[config.mk]
export PLATFORM = sky130hd
export DESIGN_NAME = multifunction_terminal_router
export DESIGN_NICKNAME = d
export VERILOG_FILES = /design/src/core/terminal_router_pkg.sv /design/src/core/level_sync.sv /design/src/core/multifunction_terminal_router.sv
export SDC_FILE = /design/constraint.sdc
export NUM_CORES = 1
export LEC_CHECK = 0
export ABC_AREA = 1
export BUFFER_PORTS_ARGS = -buffer_cell sky130_fd_sc_hd__buf_2
export CAP_MARGIN = 20
export CORE_UTILIZATION = 45
export DETAILED_ROUTE_END_ITERATION = 6
export PLACE_DENSITY = 0.81
export SYNTH_ARGS = -nofsm -noshare
export SYNTH_HDL_FRONTEND = slang
export SYNTH_HIERARCHICAL = 1
export SYNTH_SLANG_ARGS = --single-unit
[constraint.sdc]
create_clock -name ref_clk -period 1.9 [get_ports ref_clk]
set_input_delay 0.38 -clock ref_clk [delete_from_list [all_inputs] [get_ports ref_clk]]
set_output_delay 0.38 -clock ref_clk [all_outputs]
set_load 0.02 [all_outputs]
[src/core/terminal_router_pkg.sv]
// Constants shared by the multifunction terminal router
// How it works
// - Terminal 6 is undriven for code 0000, carries clock-run for 0001, and carries IRQ2 to IRQ15 for 0010 to 1111.
// - Terminal 5 carries input 4, output 4, IRQ3, card debug receive, IRQ5, audio PWM, IRQ9, link LED, LED A1, socket LED, event output or IRQ15 by code.
// - Terminal 4 carries input 3, output 3, bus lock, IRQ3, IRQ4, card debug transmit, audio PWM, IRQ9, INTD, ring indicate, socket LED, event output or IRQ15 by code.
// - Terminal 3 is undriven for code 0000, carries the serialized interrupt for 0001, and carries IRQ2 to IRQ15 for 0010 to 1111.
// - Terminal 2 carries input 2, output 2, IRQ3, IRQ4, IRQ5, audio PWM, IRQ10, INTC, ring indicate, test_multiplexer_output, event output or IRQ7 by code.
// - Terminal 1 carries input 1, output 1, INTB, link LED or IRQ5 by code, and every other code is treated as reserved.
// - Terminal 0 carries input 0, output 0, INTA, IRQ4, IRQ5, audio PWM, IRQ9, IRQ10, IRQ11, LED A1, event output or IRQ15 by code.
// - The top four bits of the routing register read as zero and ignore writes.
// - Only the global reset returns the routing fields to their reset value 0000_1000; the system reset leaves them alone.
// - A default routing word can be loaded from the serial EEPROM interface.
// - A terminal set to a general-purpose output drives the matching output register bit.
// - A terminal set to a general-purpose input shows its level in the matching input register bit.
package terminal_router_pkg;
  localparam int TERM_COUNT = 7;
  localparam int SEL_W = 4;
  localparam int GP_W = 5;
  localparam int ADDR_W = 4;
  localparam logic [ADDR_W-1:0] OFS_ROUTING = 4'h0;
  localparam logic [ADDR_W-1:0] OFS_GP_OUT = 4'h4;
  localparam logic [ADDR_W-1:0] OFS_GP_IN = 4'h8;
  localparam logic [31:0] ROUTING_RESET = 32'h0000_1000;
  localparam logic [31:0] ROUTING_WMASK = 32'h0FFF_FFFF;
  localparam logic [GP_W-1:0] GP_OUT_RESET = 5'h00;
  localparam logic [1:0] RESP_OKAY = 2'h0;
  localparam logic [1:0] RESP_SLVERR = 2'h2;
  // Positions in the packed vector of single internal sources
  localparam int SRC_CLKRUN = 0;
  localparam int SRC_SERIAL_IRQ = 1;
  localparam int SRC_LOCK = 2;
  localparam int SRC_INTA = 3;
  localparam int SRC_INTB = 4;
  localparam int SRC_INTC = 5;
  localparam int SRC_INTD = 6;
  localparam int SRC_PWM = 7;
  localparam int SRC_SC_TX = 8;
  localparam int SRC_LED_A1 = 9;
  localparam int SRC_SOCKET_LED = 10;
  localparam int SRC_LED_LINK = 11;
  localparam int SRC_EVENT = 12;
  localparam int SRC_RI = 13;
  localparam int SRC_TMUX = 14;
  localparam int SRC_W = 15;
  // Terminal that carries the card debug receive line
  localparam int SC_RX_TERM = 5;
  localparam logic [SEL_W-1:0] SC_RX_CODE = 4'h4;
endpackage

[src/core/level_sync.sv]
// Two-stage synchroniser for levels arriving from pins
`timescale 1ns/1ns
module level_sync #(
  parameter int WIDTH = 1
) (
  input wire logic ref_clk,
  input wire logic [WIDTH-1:0] d,
  output logic [WIDTH-1:0] q
);
  logic [WIDTH-1:0] meta_ff;

  always_ff @(posedge ref_clk) begin
    meta_ff <= d;
    q <= meta_ff;
  end
endmodule

[src/core/multifunction_terminal_router.sv]
// Multifunction terminal router with AXI4-Lite register slave
//
// Register access over AXI4-Lite and the address map were decided locally.
`timescale 1ns/1ns
module multifunction_terminal_router
  import terminal_router_pkg::*;
(
  input wire logic ref_clk,
  input wire logic sys_rst,
  input wire logic global_reset_n,
  // AXI4-Lite slave
  input wire logic [ADDR_W-1:0] s_axi_awaddr,
  input wire logic s_axi_awvalid,
  output logic s_axi_awready,
  input wire logic [31:0] s_axi_wdata,
  input wire logic [3:0] s_axi_wstrb,
  input wire logic s_axi_wvalid,
  output logic s_axi_wready,
  output logic [1:0] s_axi_bresp,
  output logic s_axi_bvalid,
  input wire logic s_axi_bready,
  input wire logic [ADDR_W-1:0] s_axi_araddr,
  input wire logic s_axi_arvalid,
  output logic s_axi_arready,
  output logic [31:0] s_axi_rdata,
  output logic [1:0] s_axi_rresp,
  output logic s_axi_rvalid,
  input wire logic s_axi_rready,
  // Default routing from serial EEPROM loader
  input wire logic eeprom_load_valid,
  input wire logic [31:0] eeprom_load_data,
  // Internal sources
  input wire logic [15:0] irq_lines,
  input wire logic clock_run,
  input wire logic serialized_interrupt,
  input wire logic pci_lock,
  input wire logic [3:0] pci_int,
  input wire logic card_audio_pwm,
  input wire logic smartcard_debug_transmit,
  input wire logic activity_led_a1,
  input wire logic socket_led,
  input wire logic link_activity_led,
  input wire logic general_event_output,
  input wire logic ring_indicate_output,
  input wire logic test_multiplexer_output,
  output logic smartcard_debug_receive,
  // Shared terminals
  input wire logic [TERM_COUNT-1:0] term_in,
  output logic [TERM_COUNT-1:0] term_out,
  output logic [TERM_COUNT-1:0] term_oe
);
  logic [31:0] routing_ff;
  logic [GP_W-1:0] gp_output_ff;
  logic [GP_W-1:0] gp_input_ff;
  logic [TERM_COUNT-1:0] term_sync;
  logic glob_rst_n_sync;
  logic global_reset;
  logic [SRC_W-1:0] src;
  logic [TERM_COUNT-1:0] nxt_term_out;
  logic [TERM_COUNT-1:0] nxt_term_oe;
  logic [TERM_COUNT-1:0] term_is_gpi;
  logic [GP_W-1:0] nxt_gp_input;

  logic aw_held_ff;
  logic w_held_ff;
  logic [ADDR_W-1:0] awaddr_ff;
  logic [31:0] wdata_ff;
  logic [3:0] wstrb_ff;
  logic aw_take;
  logic w_take;
  logic do_write;
  logic nxt_aw_held;
  logic nxt_w_held;
  logic nxt_bvalid;
  logic wr_hit;
  logic [31:0] bytemask;
  logic ar_take;
  logic nxt_rvalid;

  // Pin levels enter through two flip-flops
  level_sync #(.WIDTH(TERM_COUNT + 1)) u_sync (
    .ref_clk(ref_clk),
    .d({global_reset_n, term_in}),
    .q({glob_rst_n_sync, term_sync})
  );

  assign global_reset = ~glob_rst_n_sync;

  assign src[SRC_CLKRUN] = clock_run;
  assign src[SRC_SERIAL_IRQ] = serialized_interrupt;
  assign src[SRC_LOCK] = pci_lock;
  assign src[SRC_INTA] = pci_int[0];
  assign src[SRC_INTB] = pci_int[1];
  assign src[SRC_INTC] = pci_int[2];
  assign src[SRC_INTD] = pci_int[3];
  assign src[SRC_PWM] = card_audio_pwm;
  assign src[SRC_SC_TX] = smartcard_debug_transmit;
  assign src[SRC_LED_A1] = activity_led_a1;
  assign src[SRC_SOCKET_LED] = socket_led;
  assign src[SRC_LED_LINK] = link_activity_led;
  assign src[SRC_EVENT] = general_event_output;
  assign src[SRC_RI] = ring_indicate_output;
  assign src[SRC_TMUX] = test_multiplexer_output;

  // Returns {drive enable, drive value, is general-purpose input}
  function automatic logic [2:0] route_term(
    input int idx,
    input logic [SEL_W-1:0] sel,
    input logic [15:0] irq,
    input logic [SRC_W-1:0] s,
    input logic [GP_W-1:0] gpo
  );
    logic oe;
    logic val;
    logic gpi;
    oe = 1'b1;
    val = 1'b0;
    gpi = 1'b0;
    case (idx)
      6: begin
        if (sel == 4'h0) oe = 1'b0;
        else if (sel == 4'h1) val = s[SRC_CLKRUN];
        else val = irq[sel];
      end
      5: begin
        case (sel)
          4'h0: begin
            oe = 1'b0;
            gpi = 1'b1;
          end
          4'h1: val = gpo[4];
          4'h3: val = irq[3];
          4'h4: oe = 1'b0;
          4'h5: val = irq[5];
          4'h8: val = s[SRC_PWM];
          4'h9: val = irq[9];
          4'hB: val = s[SRC_LED_LINK];
          4'hC: val = s[SRC_LED_A1];
          4'hD: val = s[SRC_SOCKET_LED];
          4'hE: val = s[SRC_EVENT];
          4'hF: val = irq[15];
          default: oe = 1'b0;
        endcase
      end
      4: begin
        case (sel)
          4'h0: begin
            oe = 1'b0;
            gpi = 1'b1;
          end
          4'h1: val = gpo[3];
          4'h2: val = s[SRC_LOCK];
          4'h3: val = irq[3];
          4'h4: val = irq[4];
          4'h5: val = s[SRC_SC_TX];
          4'h8: val = s[SRC_PWM];
          4'h9: val = irq[9];
          4'hA: val = s[SRC_INTD];
          4'hC: val = s[SRC_RI];
          4'hD: val = s[SRC_SOCKET_LED];
          4'hE: val = s[SRC_EVENT];
          4'hF: val = irq[15];
          default: oe = 1'b0;
        endcase
      end
      3: begin
        if (sel == 4'h0) oe = 1'b0;
        else if (sel == 4'h1) val = s[SRC_SERIAL_IRQ];
        else val = irq[sel];
      end
      2: begin
        case (sel)
          4'h0: begin
            oe = 1'b0;
            gpi = 1'b1;
          end
          4'h1: val = gpo[2];
          4'h3: val = irq[3];
          4'h4: val = irq[4];
          4'h5: val = irq[5];
          4'h8: val = s[SRC_PWM];
          4'hA: val = irq[10];
          4'hB: val = s[SRC_INTC];
          4'hC: val = s[SRC_RI];
          4'hD: val = s[SRC_TMUX];
          4'hE: val = s[SRC_EVENT];
          4'hF: val = irq[7];
          default: oe = 1'b0;
        endcase
      end
      1: begin
        case (sel)
          4'h0: begin
            oe = 1'b0;
            gpi = 1'b1;
          end
          4'h1: val = gpo[1];
          4'h2: val = s[SRC_INTB];
          4'h4: val = s[SRC_LED_LINK];
          4'h5: val = irq[5];
          default: oe = 1'b0;
        endcase
      end
      default: begin
        case (sel)
          4'h0: begin
            oe = 1'b0;
            gpi = 1'b1;
          end
          4'h1: val = gpo[0];
          4'h2: val = s[SRC_INTA];
          4'h4: val = irq[4];
          4'h5: val = irq[5];
          4'h8: val = s[SRC_PWM];
          4'h9: val = irq[9];
          4'hA: val = irq[10];
          4'hB: val = irq[11];
          4'hC: val = s[SRC_LED_A1];
          4'hE: val = s[SRC_EVENT];
          4'hF: val = irq[15];
          default: oe = 1'b0;
        endcase
      end
    endcase
    return {oe, val, gpi};
  endfunction

  // One routing decode per terminal
  genvar t;
  generate
    for (t = 0; t < TERM_COUNT; t++) begin : g_term
      logic [2:0] r;
      assign r = route_term(t, routing_ff[t*SEL_W +: SEL_W], irq_lines, src, gp_output_ff);
      assign nxt_term_oe[t] = r[2];
      assign nxt_term_out[t] = r[1] & r[2];
      assign term_is_gpi[t] = r[0];
    end
  endgenerate

  // Input bits follow their terminal only while it is a general-purpose input
  assign nxt_gp_input[0] = term_is_gpi[0] & term_sync[0];
  assign nxt_gp_input[1] = term_is_gpi[1] & term_sync[1];
  assign nxt_gp_input[2] = term_is_gpi[2] & term_sync[2];
  assign nxt_gp_input[3] = term_is_gpi[4] & term_sync[4];
  assign nxt_gp_input[4] = term_is_gpi[5] & term_sync[5];

  always_ff @(posedge ref_clk) begin
    if (sys_rst) begin
      term_out <= '0;
      term_oe <= '0;
      gp_input_ff <= '0;
      smartcard_debug_receive <= 1'b0;
    end else begin
      term_out <= nxt_term_out;
      term_oe <= nxt_term_oe;
      gp_input_ff <= nxt_gp_input;
      smartcard_debug_receive <= (routing_ff[SC_RX_TERM*SEL_W +: SEL_W] == SC_RX_CODE)
        & term_sync[SC_RX_TERM];
    end
  end

  // Write channel handshake
  assign aw_take = s_axi_awvalid & s_axi_awready;
  assign w_take = s_axi_wvalid & s_axi_wready;
  assign do_write = aw_held_ff & w_held_ff & ~s_axi_bvalid;
  assign nxt_aw_held = do_write ? 1'b0 : (aw_held_ff | aw_take);
  assign nxt_w_held = do_write ? 1'b0 : (w_held_ff | w_take);
  assign nxt_bvalid = do_write | (s_axi_bvalid & ~s_axi_bready);
  assign wr_hit = (awaddr_ff == OFS_ROUTING) | (awaddr_ff == OFS_GP_OUT);

  always_ff @(posedge ref_clk) begin
    if (sys_rst) begin
      aw_held_ff <= 1'b0;
      w_held_ff <= 1'b0;
      s_axi_awready <= 1'b0;
      s_axi_wready <= 1'b0;
      s_axi_bvalid <= 1'b0;
      s_axi_bresp <= RESP_OKAY;
    end else begin
      aw_held_ff <= nxt_aw_held;
      w_held_ff <= nxt_w_held;
      s_axi_awready <= ~nxt_aw_held & ~nxt_bvalid;
      s_axi_wready <= ~nxt_w_held & ~nxt_bvalid;
      s_axi_bvalid <= nxt_bvalid;
      if (do_write) s_axi_bresp <= wr_hit ? RESP_OKAY : RESP_SLVERR;
    end
  end

  always_ff @(posedge ref_clk) begin
    if (aw_take) awaddr_ff <= s_axi_awaddr;
    if (w_take) begin
      wdata_ff <= s_axi_wdata;
      wstrb_ff <= s_axi_wstrb;
    end
  end

  for (t = 0; t < 4; t++) begin : g_lane
    assign bytemask[t*8 +: 8] = {8{wstrb_ff[t]}};
  end

  // Routing word: loaded with ROUTING_RESET only by global reset, never by sys_rst
  always_ff @(posedge ref_clk) begin
    if (global_reset) routing_ff <= ROUTING_RESET;
    else if (eeprom_load_valid) routing_ff <= eeprom_load_data & ROUTING_WMASK;
    else if (do_write && awaddr_ff == OFS_ROUTING)
      routing_ff <= ((routing_ff & ~bytemask) | (wdata_ff & bytemask)) & ROUTING_WMASK;
  end

  always_ff @(posedge ref_clk) begin
    if (global_reset) gp_output_ff <= GP_OUT_RESET;
    else if (do_write && awaddr_ff == OFS_GP_OUT && wstrb_ff[0])
      gp_output_ff <= wdata_ff[GP_W-1:0];
  end

  // Read channel
  assign ar_take = s_axi_arvalid & s_axi_arready;
  assign nxt_rvalid = ar_take | (s_axi_rvalid & ~s_axi_rready);

  always_ff @(posedge ref_clk) begin
    if (sys_rst) begin
      s_axi_arready <= 1'b0;
      s_axi_rvalid <= 1'b0;
      s_axi_rdata <= '0;
      s_axi_rresp <= RESP_OKAY;
    end else begin
      s_axi_arready <= ~nxt_rvalid;
      s_axi_rvalid <= nxt_rvalid;
      if (ar_take) begin
        s_axi_rresp <= RESP_OKAY;
        unique case (s_axi_araddr)
          OFS_ROUTING: s_axi_rdata <= routing_ff & ROUTING_WMASK;
          OFS_GP_OUT: s_axi_rdata <= {{(32-GP_W){1'b0}}, gp_output_ff};
          OFS_GP_IN: s_axi_rdata <= {{(32-GP_W){1'b0}}, gp_input_ff};
          default: begin
            s_axi_rdata <= '0;
            s_axi_rresp <= RESP_SLVERR;
          end
        endcase
      end
    end
  end
endmodule

==> results.yml, run 1 <==
detailed_routing:
  vias_per_cell: 5.13
  remaining_drc_errors: 0
  wl_mm: 16.4
  wl_per_cell_um: 14.1
  ant_nets: 0
  drt-initial-drc-count: 444
  dr.pass1.iters: 5
  num_vias: 5931
global_route:
  grt_max_degree: 44
  grt_usage: 0.239
  antenna_found_initial: 0
  grt_pass1_wl_mm: 26.2
  grt_pass1_vias: 5388
  gr-total-overflow: 0
placed_design:
  gp_congestion: 0.923
  dpl_worst_slack_ps: 308
  portBuffers: 161
  dp_hpwl_mm: 12.1
clock_network:
  cts_root_buffer: "clkbuf_16"
  clk_path_buf_depth: 2
  ctsResizeCount: 0
  holdBufCountCts: 0
  clock_insertion_delay_worst_skew_ps: 420
  cts_buffers: 17
  h-tree-depth: 4
  cts_num_sinks: 138
  post-cts-setup-buffers: 0
  clkSlewWorstSetupHoldPaths_ps: 70
  tritoncts: "built"
pwr:
  p_int_uw: 5500
  power_frac_comb: 0.104
  ir_drop_v: 0.000890
  leakagePower_uw: 0.00356
  pwr-share-seq: 0.442
  p_per_area_nw_per_um2: 966
  swShare: 0.259
  clkPwrFrac: 0.453
  p_switching_uw: 1920
die:
  start_util: 0.463
  rows: 42
  boundaryPins: 179
  core_um2: 13300
  dieHeight_um: 119
  fp.dieArea_um2: 14200
  die_w_um: 119
timing:
  period_share: 0.820
  setup_ws_ps: 342
  drv_slew: 0
  hold_viol: 0
  fin_tns_setup_ps: 0
  fmax_ghz: 0.642
  period_needed_ps: 1560
  clock-skew-final_ps: 9.18
  setup_viol: 0
  rsz0062_at_grt: "false"
logic_synthesis:
  syn_inst: 818
  ys_warn_count: 6
  avgSynthCellArea_um2: 7.53
  synth_area_um2: 6160
layout:
  areaGrowthSynthToFinish_pct: 24.9
  num-nets-final: 1090
  drive_gt1_frac: 0.223
  final_common_cell: "nand2_1"
  final_util: 0.578
  final_cell_mix: "nand2_1 (203), buf_2 (161), nand3_1 (143)"
  diodes: 0
critical_path:
  worstPathRequired_ps: 2230
  crit_fanout: 27
  endpoint_kind: "flip-flop"
  start_kind: "flip-flop"
  path_class: "flip-flop to flip-flop"
  cp.arrival_ps: 1890
flow_run:
  drv_cap: 0
outcome:
  outcome: "finished clean"
hold_path:
  hold_path_class: "primary input to flip-flop"
worst paths after layout:
check | start | endpoint | slack (ps) | cells past startpoint
hold reg to reg | u_sync/meta_ff[7] | u_sync/q[7] | 330 | 0
setup reg to reg | awaddr_ff[2] | flip-flop | 340 | 6
hold / removal | global_reset_n | u_sync/meta_ff[7] | 60 | 1
setup / recovery | awaddr_ff[2] | flip-flop | 340 | 6
per-stage QoR:
step	power (µW)	instance area (µm²)	hold WS (ps)	std cells
after floorplan	3800	6170	310	823
after global placement	4100	7080	312	1124
after detailed placement	4120	7080	315	1124
after CTS	7470	7690	42.0	1156
after global routing	7710	7690	35.7	1156
final	7430	7690	56.7	1156
final cells by class:
class | count | area (µm²)
Clock buffer | 19 | 454
Clock inverter | 13 | 153
Fill cell | 1264 | 5600
Inverter | 68 | 255
Multi-Input combinational cell | 565 | 2530
Sequential cell | 138 | 3120
Tap cell | 176 | 220
Timing Repair Buffer | 177 | 951
critical path, cell delays in order (launching register included):
cell	delay [ps]
edfxtp_1	420
inv_1	130
nand3_1	160
o21ai_4	150
buf_4	270
nand3_1	140
a21oi_1	190
routing by layer:
layer  up-vias  share of wire  track usage
met4         0          0.022       0.0902
met2       270           0.46        0.379
met3        32          0.083       0.0627
met5         -              0            0
li1       3001              -            -
met1      2628           0.44        0.312
power by group through the flow:
stage | Combinational, µW | Sequential (µW) | Clock, µW
finish | 776 | 3290 | 3370
global route | 863 | 3300 | 3550
CTS | 776 | 3280 | 3410
detailed placement | 771 | 3350 | 0
global placement | 760 | 3340 | 0
floorplan | 433 | 3370 | 0
Power figures use the tool's default switching activity.
==> run 2, diff against run 1 <==
==> constraint.sdc (replaced) <==
create_clock -name ref_clk -period 1.6 [get_ports ref_clk]
set_input_delay 0.32 -clock ref_clk [delete_from_list [all_inputs] [get_ports ref_clk]]
set_output_delay 0.32 -clock ref_clk [all_outputs]
set_load 0.02 [all_outputs]
==> run 2 against run 1 <==
Compared with the run above:
- global-route usage is 0.19 points higher
- count of clock-buffer cells in the layout is 2 higher
- sequential share of layout area is 0.59 points lower
- via count is 1.5% higher
- combinational power is 23% higher
- flip-flop and latch count stayed put
- first-iteration DRC count is 1.8% higher
- non-clock buffer count is 15 higher
- utilization is 0.85 points higher
- final cell count is 1.3% higher
==> results.yml, run 2 (synthesis gave the netlist of run 1 again) <==
pwr:
  ir_drop_v: 0.000804
  p_per_area_nw_per_um2: 1100
  leakagePower_uw: 0.00362
placed_design:
  placed_cells: 1133
  dpl_cell_area_um2: 7150
  dpl_worst_slack_ps: 152
  portBuffers: 161
  dp_hpwl_mm: 12.3
  gp_congestion: 0.926
timing:
  rsz0062_at_grt: "false"
  fin_tns_setup_ps: 0
  period_needed_ps: 1420
  hold_viol: 0
  clock-skew-final_ps: 14.3
  period_share: 0.889
  fmax_ghz: 0.703
  drv_slew: 0
  setup_viol: 0
  setup_ws_ps: 177
critical_path:
  crit_family: "simple AND/OR/NAND/NOR gates"
  worst_r2r_startpoint: "s_axi_bvalid"
  cpMostUsedCell: "nand3_2"
  crit_fanout: 6
  worstPathRequired_ps: 1910
  crit_path_end: "gp_output_ff[2]"
  start_kind: "flip-flop"
  path_class: "flip-flop to flip-flop"
  r2r_end: "gp_output_ff[2]"
  cp_num_buf_inv: 1
  timing.critical_path.from: "s_axi_bvalid"
  cp.arrival_ps: 1740
  slowest_stage: "dfxtp_1"
  max_stage_delay_ps: 320
  crit_chain: "inv_1 -> nand3_2 -> nor2_2 -> nand3_2 -> o21ai_0 -> nor2_1"
  endpoint_kind: "flip-flop"
  cp.depth: 6
  r2r_slack_ps: 180
  r2r_cells: 6
clock_network:
  cts_root_buffer: "clkbuf_16"
  clkSlewWorstSetupHoldPaths_ps: 60
  post-cts-setup-buffers: 0
  cts_num_sinks: 138
  clock_insertion_delay_worst_skew_ps: 420
  tritoncts: "built"
  clk_path_buf_depth: 2
  h-tree-depth: 4
  cts_buffers: 17
layout:
  drive_gt1_frac: 0.233
  num-nets-final: 1105
  fillerInstances: 1214
  final_cells: 1171
  stdcell_area_um2: 7800
  final_util: 0.587
  final_cell_mix: "nand2_1 (202), buf_2 (161), nand3_1 (140)"
  areaGrowthSynthToFinish_pct: 26.8
  final_common_cell: "nand2_1"
  diodes: 0
flow_run:
  drv_cap: 0
hold_path:
  hold_path_class: "primary input to flip-flop"
die:
  boundaryPins: 179
  core_um2: 13300
  start_util: 0.463
  dieHeight_um: 119
  rows: 42
  fp.dieArea_um2: 14200
  die_w_um: 119
detailed_routing:
  dr.pass1.iters: 7
  ant_nets: 0
  remaining_drc_errors: 0
  num_vias: 6022
  drt-initial-drc-count: 452
  wl_mm: 16.5
  vias_per_cell: 5.14
  wl_per_cell_um: 14.1
global_route:
  antenna_found_initial: 0
  grt_max_degree: 44
  grt_pass1_vias: 5457
  gr-total-overflow: 0
  grt_pass1_wl_mm: 26.4
  grt_usage: 0.241
outcome:
  outcome: "finished clean"
-- run 2: layer usage --
| metal | share of wire | up-vias | GRT usage |
|---|---|---|---|
| li1 | - | 3030 | - |
| met5 | 0 | - | 0 |
| met1 | 0.44 | 2685 | 0.309 |
| met4 | 0.022 | 0 | 0.109 |
| met3 | 0.078 | 27 | 0.0594 |
| met2 | 0.46 | 280 | 0.383 |
-- run 2: worst reg2reg max path, delay by kind of cell (launching register included) --
kind | cells | cell delay [ps]
compound gates | 1 | 210
buf+inv | 1 | 80
simple gates | 4 | 700
flops | 1 | 320
-- run 2: timing repair --
| item | 4_1_cts | 5_1_grt |
|---|---|---|
| hold endpoints to repair | 6 | 0 |
| resized for setup | 0 | 4 |
| endpoints found under the setup margin | 0 | 14 |
| hold buffers | 6 | 0 |
-- run 2: through the flow --
stage                     hold WS, ps  total power, µW
after global placement            312             4890
final                            67.2             8580
after global routing             47.3             8950
after floorplan                   310             4510
after CTS                        44.8             8650
after detailed placement          313             4910
-- run 2: where the power goes --
| group | internal [µW] | leakage, µW | switching (µW) |
|---|---|---|---|
| registers | 3770 | 0.00117 | 126 |
| clock network | 2220 | 0.000288 | 1510 |
| logic | 365 | 0.00216 | 592 |
| total | 6350 | 0.00362 | 2230 |
-- run 2: worst min path at each step --
stage	start	end	slack (ps)	cells past startpoint
2_1_floorplan	u_sync/meta_ff[0]	u_sync/q[0]	310	0
3_5_place_dp	u_sync/meta_ff[1]	u_sync/q[1]	310	0
4_1_cts	s_axi_awaddr[1]	awaddr_ff[1]	40	1
5_1_grt	s_axi_awaddr[1]	awaddr_ff[1]	50	1
6_report	s_axi_awaddr[1]	awaddr_ff[1]	70	1
3_3_place_gp	u_sync/meta_ff[0]	u_sync/q[0]	310	0
-- run 2: area by class of cell --
class / instances / area [µm²] / area share
Clock buffer: 21 / 493 / 0.0632
Clock inverter: 11 / 81.3 / 0.0104
Inverter: 68 / 255 / 0.0327
Multi-Input combinational cell: 565 / 2550 / 0.327
Sequential cell: 138 / 3120 / 0.400
Tap cell: 176 / 220 / 0.0282
Timing Repair Buffer: 192 / 1080 / 0.138
